[config.mk]
export PLATFORM = sky130hd
export DESIGN_NAME = uism_core
export DESIGN_NICKNAME = d
export VERILOG_FILES = /design/src/hdl/uism_pkg.sv /design/src/hdl/uism_core.sv
export VERILOG_INCLUDE_DIRS = /design/src /design/src/hdl
export SDC_FILE = /design/constraint.sdc
export NUM_CORES = 1
export LEC_CHECK = 0
export BUFFER_PORTS_ARGS = -buffer_cell sky130_fd_sc_hd__buf_2
export CAP_MARGIN = 25
export CORE_MARGIN = 8
export CORE_UTILIZATION = 30
export CTS_BUF_LIST = sky130_fd_sc_hd__clkbuf_4 sky130_fd_sc_hd__clkbuf_8
export DETAILED_ROUTE_END_ITERATION = 6
export SLEW_MARGIN = 20
export SYNTH_ARGS = -nofsm -noshare
export SYNTH_HDL_FRONTEND = slang
export SYNTH_SLANG_ARGS = --single-unit
[constraint.sdc]
create_clock -name clk -period 2.4 [get_ports clk]
set_clock_uncertainty 0.05 [all_clocks]
set_input_delay 0 -clock clk [delete_from_list [all_inputs] [get_ports clk]]
set_output_delay 0 -clock clk [all_outputs]
set_load 0.05 [all_outputs]
[src/hdl/uism_map.svh]
`ifndef UISM_MAP_SVH
`define UISM_MAP_SVH
// ---------------------------------------------------------------
// register byte offsets
// ---------------------------------------------------------------
`define UISM_OFF_INCHG    12'h000
`define UISM_OFF_AUXCTL   12'h004
`define UISM_OFF_ISTAT    12'h008
`define UISM_OFF_IMASK    12'h00C
`define UISM_OFF_BAUDH    12'h010
`define UISM_OFF_BAUDL    12'h014
`define UISM_OFF_IVEC     12'h018
`define UISM_OFF_INPORT   12'h01C
`define UISM_OFF_HSSET    12'h020
`define UISM_OFF_HSCLR    12'h024
`define UISM_OFF_PRELOAD  12'h028
// ---------------------------------------------------------------
// field positions and reset values
// ---------------------------------------------------------------
`define UISM_BIT_COS      7
`define UISM_BIT_DB       2
`define UISM_BIT_RX       1
`define UISM_BIT_TX       0
`define UISM_BIT_IEC      0
`define UISM_BIT_RF       6
`define UISM_BIT_INCOS    4
`define UISM_INCHG_ONES   8'h0E
`define UISM_IVEC_RST     8'h0F
`define UISM_PRELOAD_MIN  16'h0002
// ---------------------------------------------------------------
// timing
// ---------------------------------------------------------------
`define UISM_FILT_NS      25000
`define UISM_CLK_NS       40
`define UISM_FILT_CYC     ((`UISM_FILT_NS + `UISM_CLK_NS - 1) / `UISM_CLK_NS)
`define UISM_SETTLE_SCLK  2
`endif

[src/hdl/uism_pkg.sv]
package uism_pkg;
	// live channel status seen from receiver and transmitter
	typedef struct packed {
		logic breakEdge;
		logic fifoFull;
		logic rxReady;
		logic txReady;
	} uism_chan_t;
	// start-up tracking of the handshake input
	typedef enum logic [1:0] {
		UISM_WAIT  = 2'b00,
		UISM_TRACK = 2'b01
	} uism_state_t;
endpackage : uism_pkg

[src/hdl/uism_core.sv]
`timescale 1ns/10ps
`default_nettype none
`include "uism_map.svh"
module uism_core
	import uism_pkg::*;
#(
	parameter int FILT_CYC = `UISM_FILT_CYC
) (
	// clock and reset
	input  wire logic        clk,
	input  wire logic        rst_n,
	// apb slave
	input  wire logic        psel,
	input  wire logic        penable,
	input  wire logic        pwrite,
	input  wire logic [11:0] paddr,
	input  wire logic [31:0] pwdata,
	output logic      [31:0] prdata,
	output logic             pready,
	output logic             pslverr,
	// channel side
	input  wire logic        serialTick,
	input  wire uism_chan_t  chanIn,
	input  wire logic        firstModeRf,
	input  wire logic        breakReset,
	// pins and results
	input  wire logic        ctsPin,
	output logic             rtsPin_n,
	output logic             irqOut,
	output logic      [7:0]  irqVector,
	output logic      [15:0] baudPreload,
	output logic      [7:0]  auxControl
);
	// ---------------------------------------------------------------
	// reset release
	// ---------------------------------------------------------------
	logic [1:0] rstSync_q;
	logic       rstI_n;
	// async assert, synchronous release through two stages
	always_ff @(posedge clk or negedge rst_n) begin
		if (!rst_n) rstSync_q <= 2'b00;
		else rstSync_q <= {rstSync_q[0], 1'b1};
	end
	assign rstI_n = rstSync_q[1];

	// ---------------------------------------------------------------
	// bus decode
	// ---------------------------------------------------------------
	logic acc, wr, rd, hit;
	assign acc = psel & penable & pready;
	assign wr  = acc & pwrite;
	assign rd  = acc & ~pwrite;
	always_comb begin
		case (paddr)
			`UISM_OFF_INCHG, `UISM_OFF_AUXCTL, `UISM_OFF_ISTAT,
			`UISM_OFF_IMASK, `UISM_OFF_BAUDH, `UISM_OFF_BAUDL,
			`UISM_OFF_IVEC, `UISM_OFF_INPORT, `UISM_OFF_HSSET,
			`UISM_OFF_HSCLR, `UISM_OFF_PRELOAD: hit = 1'b1;
			default: hit = 1'b0;
		endcase
	end

	// ---------------------------------------------------------------
	// cts filter and change detect
	// ---------------------------------------------------------------
	uism_state_t st_q, st_d;
	logic        sclk_q, sclk_d;
	logic        cts_q, cts_d;
	logic [15:0] filt_q, filt_d;
	logic        cosEvt;
	always_comb begin
		st_d   = st_q;
		sclk_d = sclk_q;
		cts_d  = cts_q;
		filt_d = filt_q;
		cosEvt = 1'b0;
		case (st_q)
			UISM_WAIT: begin
				// settle two serial clocks, then adopt pin
				if (serialTick) begin
					if (sclk_q) begin
						st_d  = UISM_TRACK;
						cts_d = ctsPin;
						cosEvt = ~ctsPin; // asserted is low
					end
					sclk_d = 1'b1;
				end
			end
			UISM_TRACK: begin
				// level must differ for the full filter time
				if (ctsPin == cts_q) filt_d = 16'h0000;
				else if (filt_q == 16'(FILT_CYC - 1)) begin
					filt_d = 16'h0000;
					cts_d  = ctsPin;
					cosEvt = 1'b1;
				end else filt_d = filt_q + 16'h0001;
			end
			default: st_d = UISM_WAIT;
		endcase
	end
	always_ff @(posedge clk or negedge rstI_n) begin
		if (!rstI_n) begin
			st_q   <= UISM_WAIT;
			sclk_q <= 1'b0;
			cts_q  <= 1'b1;
			filt_q <= 16'h0000;
		end else begin
			st_q   <= st_d;
			sclk_q <= sclk_d;
			cts_q  <= cts_d;
			filt_q <= filt_d;
		end
	end

	// ---------------------------------------------------------------
	// software registers and sticky flags
	// ---------------------------------------------------------------
	logic       cos_q, cos_d, scos_q, scos_d, db_q, db_d;
	logic [7:0] aux_q, aux_d, mask_q, mask_d, vec_q, vec_d;
	logic [7:0] bh_q, bh_d, bl_q, bl_d;
	logic       rts_q, rts_d;
	logic       rdInchg;
	assign rdInchg = rd & (paddr == `UISM_OFF_INCHG);
	always_comb begin
		aux_d  = aux_q;
		mask_d = mask_q;
		vec_d  = vec_q;
		bh_d   = bh_q;
		bl_d   = bl_q;
		rts_d  = rts_q;
		// read clears, a new change wins over it
		cos_d  = cosEvt | (cos_q & ~rdInchg);
		// status copy only when input enable set
		scos_d = (cosEvt & aux_q[`UISM_BIT_IEC]) | (scos_q & ~rdInchg);
		// break edge sets, command clears, set wins
		db_d   = chanIn.breakEdge | (db_q & ~breakReset);
		if (wr) begin
			case (paddr)
				`UISM_OFF_AUXCTL: aux_d  = pwdata[7:0];
				`UISM_OFF_IMASK:  mask_d = pwdata[7:0];
				`UISM_OFF_IVEC:   vec_d  = pwdata[7:0];
				`UISM_OFF_BAUDH:  bh_d   = pwdata[7:0];
				`UISM_OFF_BAUDL:  bl_d   = pwdata[7:0];
				// set address: ones assert only
				`UISM_OFF_HSSET:  if (pwdata[0]) rts_d = 1'b1;
				// clear address: ones negate only
				`UISM_OFF_HSCLR:  if (pwdata[0]) rts_d = 1'b0;
				default: ;
			endcase
		end
	end
	always_ff @(posedge clk or negedge rstI_n) begin
		if (!rstI_n) begin
			cos_q  <= 1'b0;
			scos_q <= 1'b0;
			db_q   <= 1'b0;
			aux_q  <= 8'h00;
			mask_q <= 8'h00;
			vec_q  <= `UISM_IVEC_RST;
			bh_q   <= 8'h00;
			bl_q   <= 8'h00;
			rts_q  <= 1'b0;
		end else begin
			cos_q  <= cos_d;
			scos_q <= scos_d;
			db_q   <= db_d;
			aux_q  <= aux_d;
			mask_q <= mask_d;
			vec_q  <= vec_d;
			bh_q   <= bh_d;
			bl_q   <= bl_d;
			rts_q  <= rts_d;
		end
	end

	// ---------------------------------------------------------------
	// status assembly and interrupt
	// ---------------------------------------------------------------
	logic [7:0] stat;
	always_comb begin
		stat = 8'h00;
		stat[`UISM_BIT_COS] = scos_q;
		stat[`UISM_BIT_DB]  = db_q;
		// receive bit follows mode selection
		stat[`UISM_BIT_RX]  = firstModeRf ? chanIn.fifoFull : chanIn.rxReady;
		// live copy; holding-register gating lives in the transmitter
		stat[`UISM_BIT_TX]  = chanIn.txReady;
	end

	// ---------------------------------------------------------------
	// bus answer and outputs
	// ---------------------------------------------------------------
	logic [31:0] rdat_d, prdata_q;
	logic        irq_d, irq_q, rdy_q, err_q, err_d;
	always_comb begin
		rdat_d = 32'h0000_0000;
		case (paddr)
			`UISM_OFF_INCHG: begin
				rdat_d[7:0] = `UISM_INCHG_ONES;
				rdat_d[`UISM_BIT_INCOS] = cos_q;
				rdat_d[0] = ctsPin;
			end
			`UISM_OFF_AUXCTL: rdat_d[7:0] = aux_q;
			`UISM_OFF_ISTAT:  rdat_d[7:0] = stat; // unmasked
			`UISM_OFF_IMASK:  rdat_d[7:0] = mask_q;
			`UISM_OFF_IVEC:   rdat_d[7:0] = vec_q;
			// pin level at the read, same as change bit 0
			`UISM_OFF_INPORT: rdat_d[0]   = ctsPin;
			// preload bytes are write only, read zero
			default: rdat_d = 32'h0000_0000;
		endcase
		err_d = psel & ~penable & ~hit;
		// level, held while any unmasked flag stays set
		irq_d = |(stat & mask_q);
	end
	always_ff @(posedge clk or negedge rstI_n) begin
		if (!rstI_n) begin
			prdata_q <= 32'h0000_0000;
			rdy_q    <= 1'b0;
			err_q    <= 1'b0;
			irq_q    <= 1'b0;
		end else begin
			// no wait state: answer registered in setup
			prdata_q <= (psel & ~penable) ? rdat_d : 32'h0000_0000;
			rdy_q    <= psel & ~penable;
			err_q    <= err_d;
			irq_q    <= irq_d;
		end
	end
	assign prdata      = prdata_q;
	assign pready      = rdy_q;
	assign pslverr     = err_q & rdy_q;
	assign irqOut      = irq_q;
	assign rtsPin_n    = ~rts_q; // inverted at pin
	assign irqVector   = vec_q;
	assign baudPreload = {bh_q, bl_q}; // high then low byte
	assign auxControl  = aux_q;
endmodule : uism_core
`default_nettype wire

==> qor.csv, run 1 <==
metric,value,unit
max_freq,514,MHz
ys.flop_type,dfrtp_1,
grt_max_degree,39,
start_util,30.6,%
final_nets,477,
maxSlewViolCount,0,
n_fill_cell,1175,
period_minus_slack,1.95,ns
start_kind,register,
power_leakage,0.00230,uW
synth_seq_cells,76,
swShare,24.5,%
htree_levels,3,
postCtsSetupBuffers,0,
coreArea,12000,um2
reg2reg_depth,4,
die_w,126,um
tightest_slew,0.507,ns
drc,0,
detailedPlace.worstSlack,0.346,ns
vias,2780,
slowest_stage,and3_1,
cp_slowest_stage_delay,0.46,ns
cp.required,2.58,ns
fin_area,4590,um2
die_area,16000,um2
ioPinCount,125,
min_period_over_period,81.1,%
syn_area_per_cell,11.8,um2
syn_inst,309,
root_buffer,clkbuf_8,
relSlewSlack,66.2,%
arrival,2.13,ns
fin_setup_tns,0,ns
min_path_type,in2reg,
synth_edf_count,0,
combPwrFrac,10.3,%
synthToLayoutAreaGrowth,25.4,%
insertion_delay,0.35,ns
holdPathStages,3,
grt.overflow.total,0,
rsz0062_at_grt,no,
path_cells,and4_1 -> nor2b_1 -> and3_1 -> mux2_2,
cts_tree,done,
io_buffers,76,
rows,40,
post-dp-hpwl,7140,um
grt_pass1_vias,2938,
multiInputGateArea,1590,um2
synth_area_leaders,"dfrtp_1 (49%), mux2_2 (12%), buf_4 (5.1%)",
clk_path_buf_depth,2,
ctsResizeCount,0,
syn-cell-area,3660,um2
p_clk_share,40.4,%
seqCellArea,1910,um2
power_density,580,nW/um2
ys.warnings.count,0,
drt-initial-drc-count,163,
hold_viol_final,0,
synth_top_area_share,48.6,%
postRouteAntennaNets,0,
finalPower,2660,uW
routedWlPerCell,16.9,um
layout-drive-gt1-share,35.2,%
crit_path_max_fanout,8,
grt_pass1_wl,15800,um
yosysTopAreaCell,dfrtp_1,
finalSetupViolCount,0,
postRouteWirelength,9620,um
gp_congestion,0.820,
seqPwrFrac,49.3,%
antenna_found_initial,0,
grt_usage,12.4,%
dieHeight,126,um
dpl_cell_area,4160,um2
max_cap_viol_count,0,
ir_drop,0.249,mV
fin_ws,0.454,ns
final_util,38.3,%
outcome,"finished, final reports clean",
drt_first_pass_iters,4,
yosysUniqueCellTypes,49,
p_sw,652,uW
cts_buffers,9,
cts_hold_buffers,21,
avgViaCountPerCell,4.88,
crit_path_end_kind,register,
antenna_cells,0,
cts_sinks,76,
yosysSeqAreaShare,52.2,%
cts.clk_slew.worst_paths,0.07,ns
crit_type,reg2reg,
p_int,2010,uW
postSynth.asyncResetShare,100,%
-- placed cells by master, fill, tap and decap left out, types with 9 or more instances in the layout --
master,count
nand2_1,9
dlygate4sd3_1,21
xnor2_1,10
conb_1,25
dfrtp_1,70
inv_1,11
clkbuf_8,9
nand4_1,10
buf_2,76
nor2_1,20
mux2_2,39
-- logic make-up after synthesis --
logic type	share of synthesized area [%]
flip-flops	52.2
XOR/XNOR	2.64
adder cells (fa/ha/maj)	0.684
multiplexers	16.7
AND/OR/NAND/NOR	14.0
AO/OA/AOI/OAI	6.71
buffers and inverters	6.81
other	0.205
-- synthesized netlist by cell type (3+ instances only) --
| cell | n |
|---|---|
| xnor2_1 | 10 |
| nand3_1 | 7 |
| mux2_2 | 39 |
| a22o_1 | 5 |
| a21oi_1 | 7 |
| nor4_1 | 8 |
| nor2b_1 | 6 |
| a21o_1 | 3 |
| nand2b_1 | 3 |
| mux2_1 | 8 |
| nand4_1 | 10 |
| nor2_1 | 20 |
| nor3_1 | 5 |
| a22oi_1 | 4 |
| o21ai_0 | 8 |
| buf_4 | 25 |
| dfrtp_1 | 71 |
| nor4b_1 | 3 |
| mux2i_1 | 6 |
| inv_1 | 11 |
| clkbuf_1 | 3 |
| dfstp_2 | 5 |
| nand2_1 | 9 |
-- path summary, 6_finish.rpt --
path	startpoint	endpoint	slack [ns]
worst max-delay path	pready	irqVector[5]	0.45
worst min-delay path	paddr[4]	err_q	0.03
worst max register to register	pready	irqVector[5]	0.45
worst min register to register	rstSync_q[1]	bl_q[4]	0.26
max in group asynchronous	rstSync_q[1]	irqVector[0]	1.65
min in group asynchronous	rstSync_q[1]	bl_q[4]	0.26
-- per-layer routing --
metal / GRT usage [%] / share of wire (%) / routed length, um
met4: 4.81 / 1.7 / 167
met3: 4.32 / 6.3 / 605
met5: 0 / 0 / 0
met2: 19.8 / 48 / 4620
met1: 15.1 / 44 / 4230
-- through the flow --
| step | cells | hold WS (ns) |
|---|---|---|
| after floorplan | 332 | -0.346 |
| after global placement | 533 | -0.265 |
| after detailed placement | 533 | -0.261 |
| after CTS | 570 | 0.0118 |
| after global routing | 570 | 0.0509 |
| final | 570 | 0.0327 |
-- sequential cells by signal (all words and copies together) (netlist names), 2 cells and up --
register	count
irqVector	8
rstSync_q	2
prdata	8
auxControl	8
filt_q	16
bh_q	8
bl_q	8
mask_q	8
-- area by class of cell --
class | count | share of cell area, %
clock buffers | 13 | 3.36
clock inverters | 3 | 1.42
inverters | 12 | 0.982
multi-input cells | 215 | 34.6
flip-flops and latches | 76 | 41.6
well taps | 147 | 4.01
repair buffers | 104 | 14.0
-- critical path, delay by kind of cell (launching register included) --
family | cells | cell delay [ns]
and+or+nand+nor | 3 | 1.02
muxes | 1 | 0.38
DFF | 1 | 0.39
-- power by group through the flow --
| stage | Sequential [uW] | Clock [uW] | Combinational, uW |
|---|---|---|---|
| floorplan | 1350 | 0 | 182 |
| global placement | 1340 | 0 | 243 |
| detailed placement | 1340 | 0 | 248 |
| CTS | 1310 | 1110 | 274 |
| global route | 1310 | 1170 | 298 |
| finish | 1310 | 1070 | 274 |
(Power assumes the default switching activity.)
==> run 2, diff against run 1 <==
ABC_AREA = 1   (was not set)
clock period = 1.7 ns   (was 2.4 ns; I/O delays follow)
==> run 2 against run 1 <==
Net effect:
- total power up 42%
- final area is 11% higher
- critical path type unchanged
- global-route usage decreased by 0.76 points
- critical path depth rose by 5
- cell count up 37%
==> qor.csv, run 2 <==
metric,value,unit
top_layer,met4,
met1Wirelength,4370,um
synth_edf_count,0,
grt_usage,11.7,%
maxSlewViolCount,0,
synth_top_family_by_area,simple AND/OR/NAND/NOR gates,
synthToLayoutAreaGrowth,23.4,%
postSynth.asyncResetShare,100,%
routedWlPerCell,13.0,um
layout_common_cells,"nand2_1 (131), buf_2 (76), dfrtp_1 (70)",
max_cap_viol_count,0,
period_minus_slack,1.52,ns
relSlewSlack,65.0,%
ys.flop_type,dfrtp_1,
postRouteWirelength,10200,um
yosysTopAreaCell,dfrtp_1,
layout-drive-gt1-share,28.7,%
drc,0,
largest-register,filt_q,
cts_buffers,9,
start_kind,register,
drt_first_pass_iters,4,
htree_levels,3,
final_common_cell,nand2_1,
combPwrFrac,9.9,%
final_util,37.3,%
cp.required,1.88,ns
drt-initial-drc-count,199,
insertion_delay,0.34,ns
post-dp-hpwl,8150,um
syn_inst,493,
power_density,740,nW/um2
crit_path_end_kind,register,
cts_sinks,76,
yosysSeqAreaShare,46.2,%
holdWs,0.0271,ns
io_buffers,76,
synth_seq_cells,76,
yosys.area_share.simple,29.6,%
r2r-end,filt_q[6],
gp_congestion,0.826,
cts.clk_slew.worst_paths,0.08,ns
antenna_found_initial,0,
reg2reg_from,filt_q[0],
synth_xor_area_share,1.27,%
die_area,17800,um2
dieHeight,133,um
postCtsSetupBuffers,0,
grt.overflow.total,0,
power_leakage,0.00272,uW
synth_area_leaders,"dfrtp_1 (43%), nand2_1 (12%), o21ai_2 (5.3%)",
yosys.cell_count.top_type,nand2_1,
seqCellArea,1910,um2
clk_path_buf_depth,2,
rows,43,
ys.warnings.count,0,
syn_area_per_cell,8.38,um2
final_nets,657,
largest_reg_flops,16,
min_period_over_period,89.1,%
max_freq,660,MHz
min_path_type,in2reg,
crit_type,reg2reg,
cts_tree,done,
die_w,133,um
n_fill_cell,1417,
antenna_cells,0,
grt_pass1_wl,17100,um
coreArea,13700,um2
seqPwrFrac,48.8,%
syn-cell-area,4130,um2
p_clk_share,41.3,%
arrival,1.69,ns
p_int,2830,uW
outcome,"finished, final reports clean",
hold_viol_final,0,
crit_end,filt_q[6],
r2r_setup_slack,0.18,ns
critPathLaunch,filt_q[0],
grt_max_degree,22,
p_sw,942,uW
met2_length,5130,um
yosysUniqueCellTypes,40,
vias,3410,
swShare,25.0,%
ioPinCount,125,
reg2reg_depth,9,
synth.area.mux_share,0.273,%
tightest_slew,0.526,ns
synth-compound-area-share,10.4,%
fin_setup_tns,0,ns
finalSetupViolCount,0,
crit_path_max_fanout,8,
ir_drop,0.300,mV
postRouteAntennaNets,0,
multiInputGateArea,1850,um2
synth_adder_area_share,0.606,%
avgViaCountPerCell,4.36,
synth_top_area_share,43.0,%
yosys-top-cells-count,"nand2_1 (132), dfrtp_1 (71), inv_1 (51), nor2_1 (49)",
rsz0062_at_grt,no,
grt_pass1_vias,3533,
wl_met3,605,um
start_util,30.2,%
root_buffer,clkbuf_8,
## run 2: cell count changes in the layout (fill, tap and decap cells not counted), sizes merged, moves of 4 or more
cell / delta
nand2: +138
nor2: +42
a22oi: -4
nor2b: -6
o21ai: +43
mux2i: -6
mux2: -46
inv: +45
xor2: +4
a22o: -5
xnor2: -9
nand3: +17
nor4: -10
## run 2: timing repair
item,CTS,global route
hold buffers,18,0
endpoints found under the hold margin,53,0
endpoints found under the setup margin,0,11
resized for setup,0,4
## run 2: power groups by stage
stage | clock [uW] | sequential (uW) | combinational, uW
CTS | 1620 | 1840 | 372
global placement | 0 | 1880 | 333
global route | 1680 | 1840 | 403
finish | 1560 | 1840 | 372
floorplan | 0 | 1890 | 258
detailed placement | 0 | 1880 | 338
## run 2: logic make-up after synthesis
kind of cell,after synthesis
xor+xnor,6
flops,76
fa+ha+maj,2
mux,1
simple gates,253
buf+inv,89
compound gates,64
other cells,2
## run 2: worst min path at each step
stage	end	cells past startpoint	from
6_report	irqOut	4	chanIn[1]
4_1_cts	irqOut	4	chanIn[1]
5_1_grt	irqOut	4	chanIn[2]
3_3_place_gp	rstSync_q[0]	1	rst_n
3_5_place_dp	rstSync_q[0]	1	rst_n
2_1_floorplan	rstSync_q[0]	0	rst_n
## run 2: worst max-delay path, cell delays in order (launching register included)
cell	delay, ns
dfrtp_1	0.40
inv_1	0.08
ha_1	0.19
nand3_1	0.09
nor2_1	0.10
nand3_1	0.11
nand2_1	0.13
nand2_4	0.10
o21ai_0	0.09
nor2_1	0.05
## run 2: through the flow
step | cell area, um2 | total power [uW] | worst slack (ns) | cells
floorplan | 4220 | 2150 | 0.00200 | 516
global placement | 4680 | 2210 | 0.133 | 749
detailed placement | 4680 | 2210 | 0.102 | 749
CTS | 5080 | 3830 | 0.0815 | 783
global route | 5100 | 3930 | 0.0136 | 783
finish | 5100 | 3770 | 0.185 | 783
## run 2: final cells by class
| cell class | instances | share of cell area, % |
|---|---|---|
| Clock buffer | 12 | 3.00 |
| Clock inverter | 4 | 1.45 |
| Inverter | 57 | 4.39 |
| Multi-Input combinational cell | 351 | 36.2 |
| Sequential cell | 76 | 37.5 |
| Tap cell | 180 | 4.42 |
| Timing Repair Buffer | 103 | 13.1 |
## run 2: routing by layer
| layer | up-vias | global-route usage (%) |
|---|---|---|
| met5 | - | 0 |
| met4 | 0 | 4.05 |
| met3 | 9 | 2.90 |
| met2 | 87 | 20.2 |
| met1 | 1596 | 13.7 |
| li1 | 1718 | - |
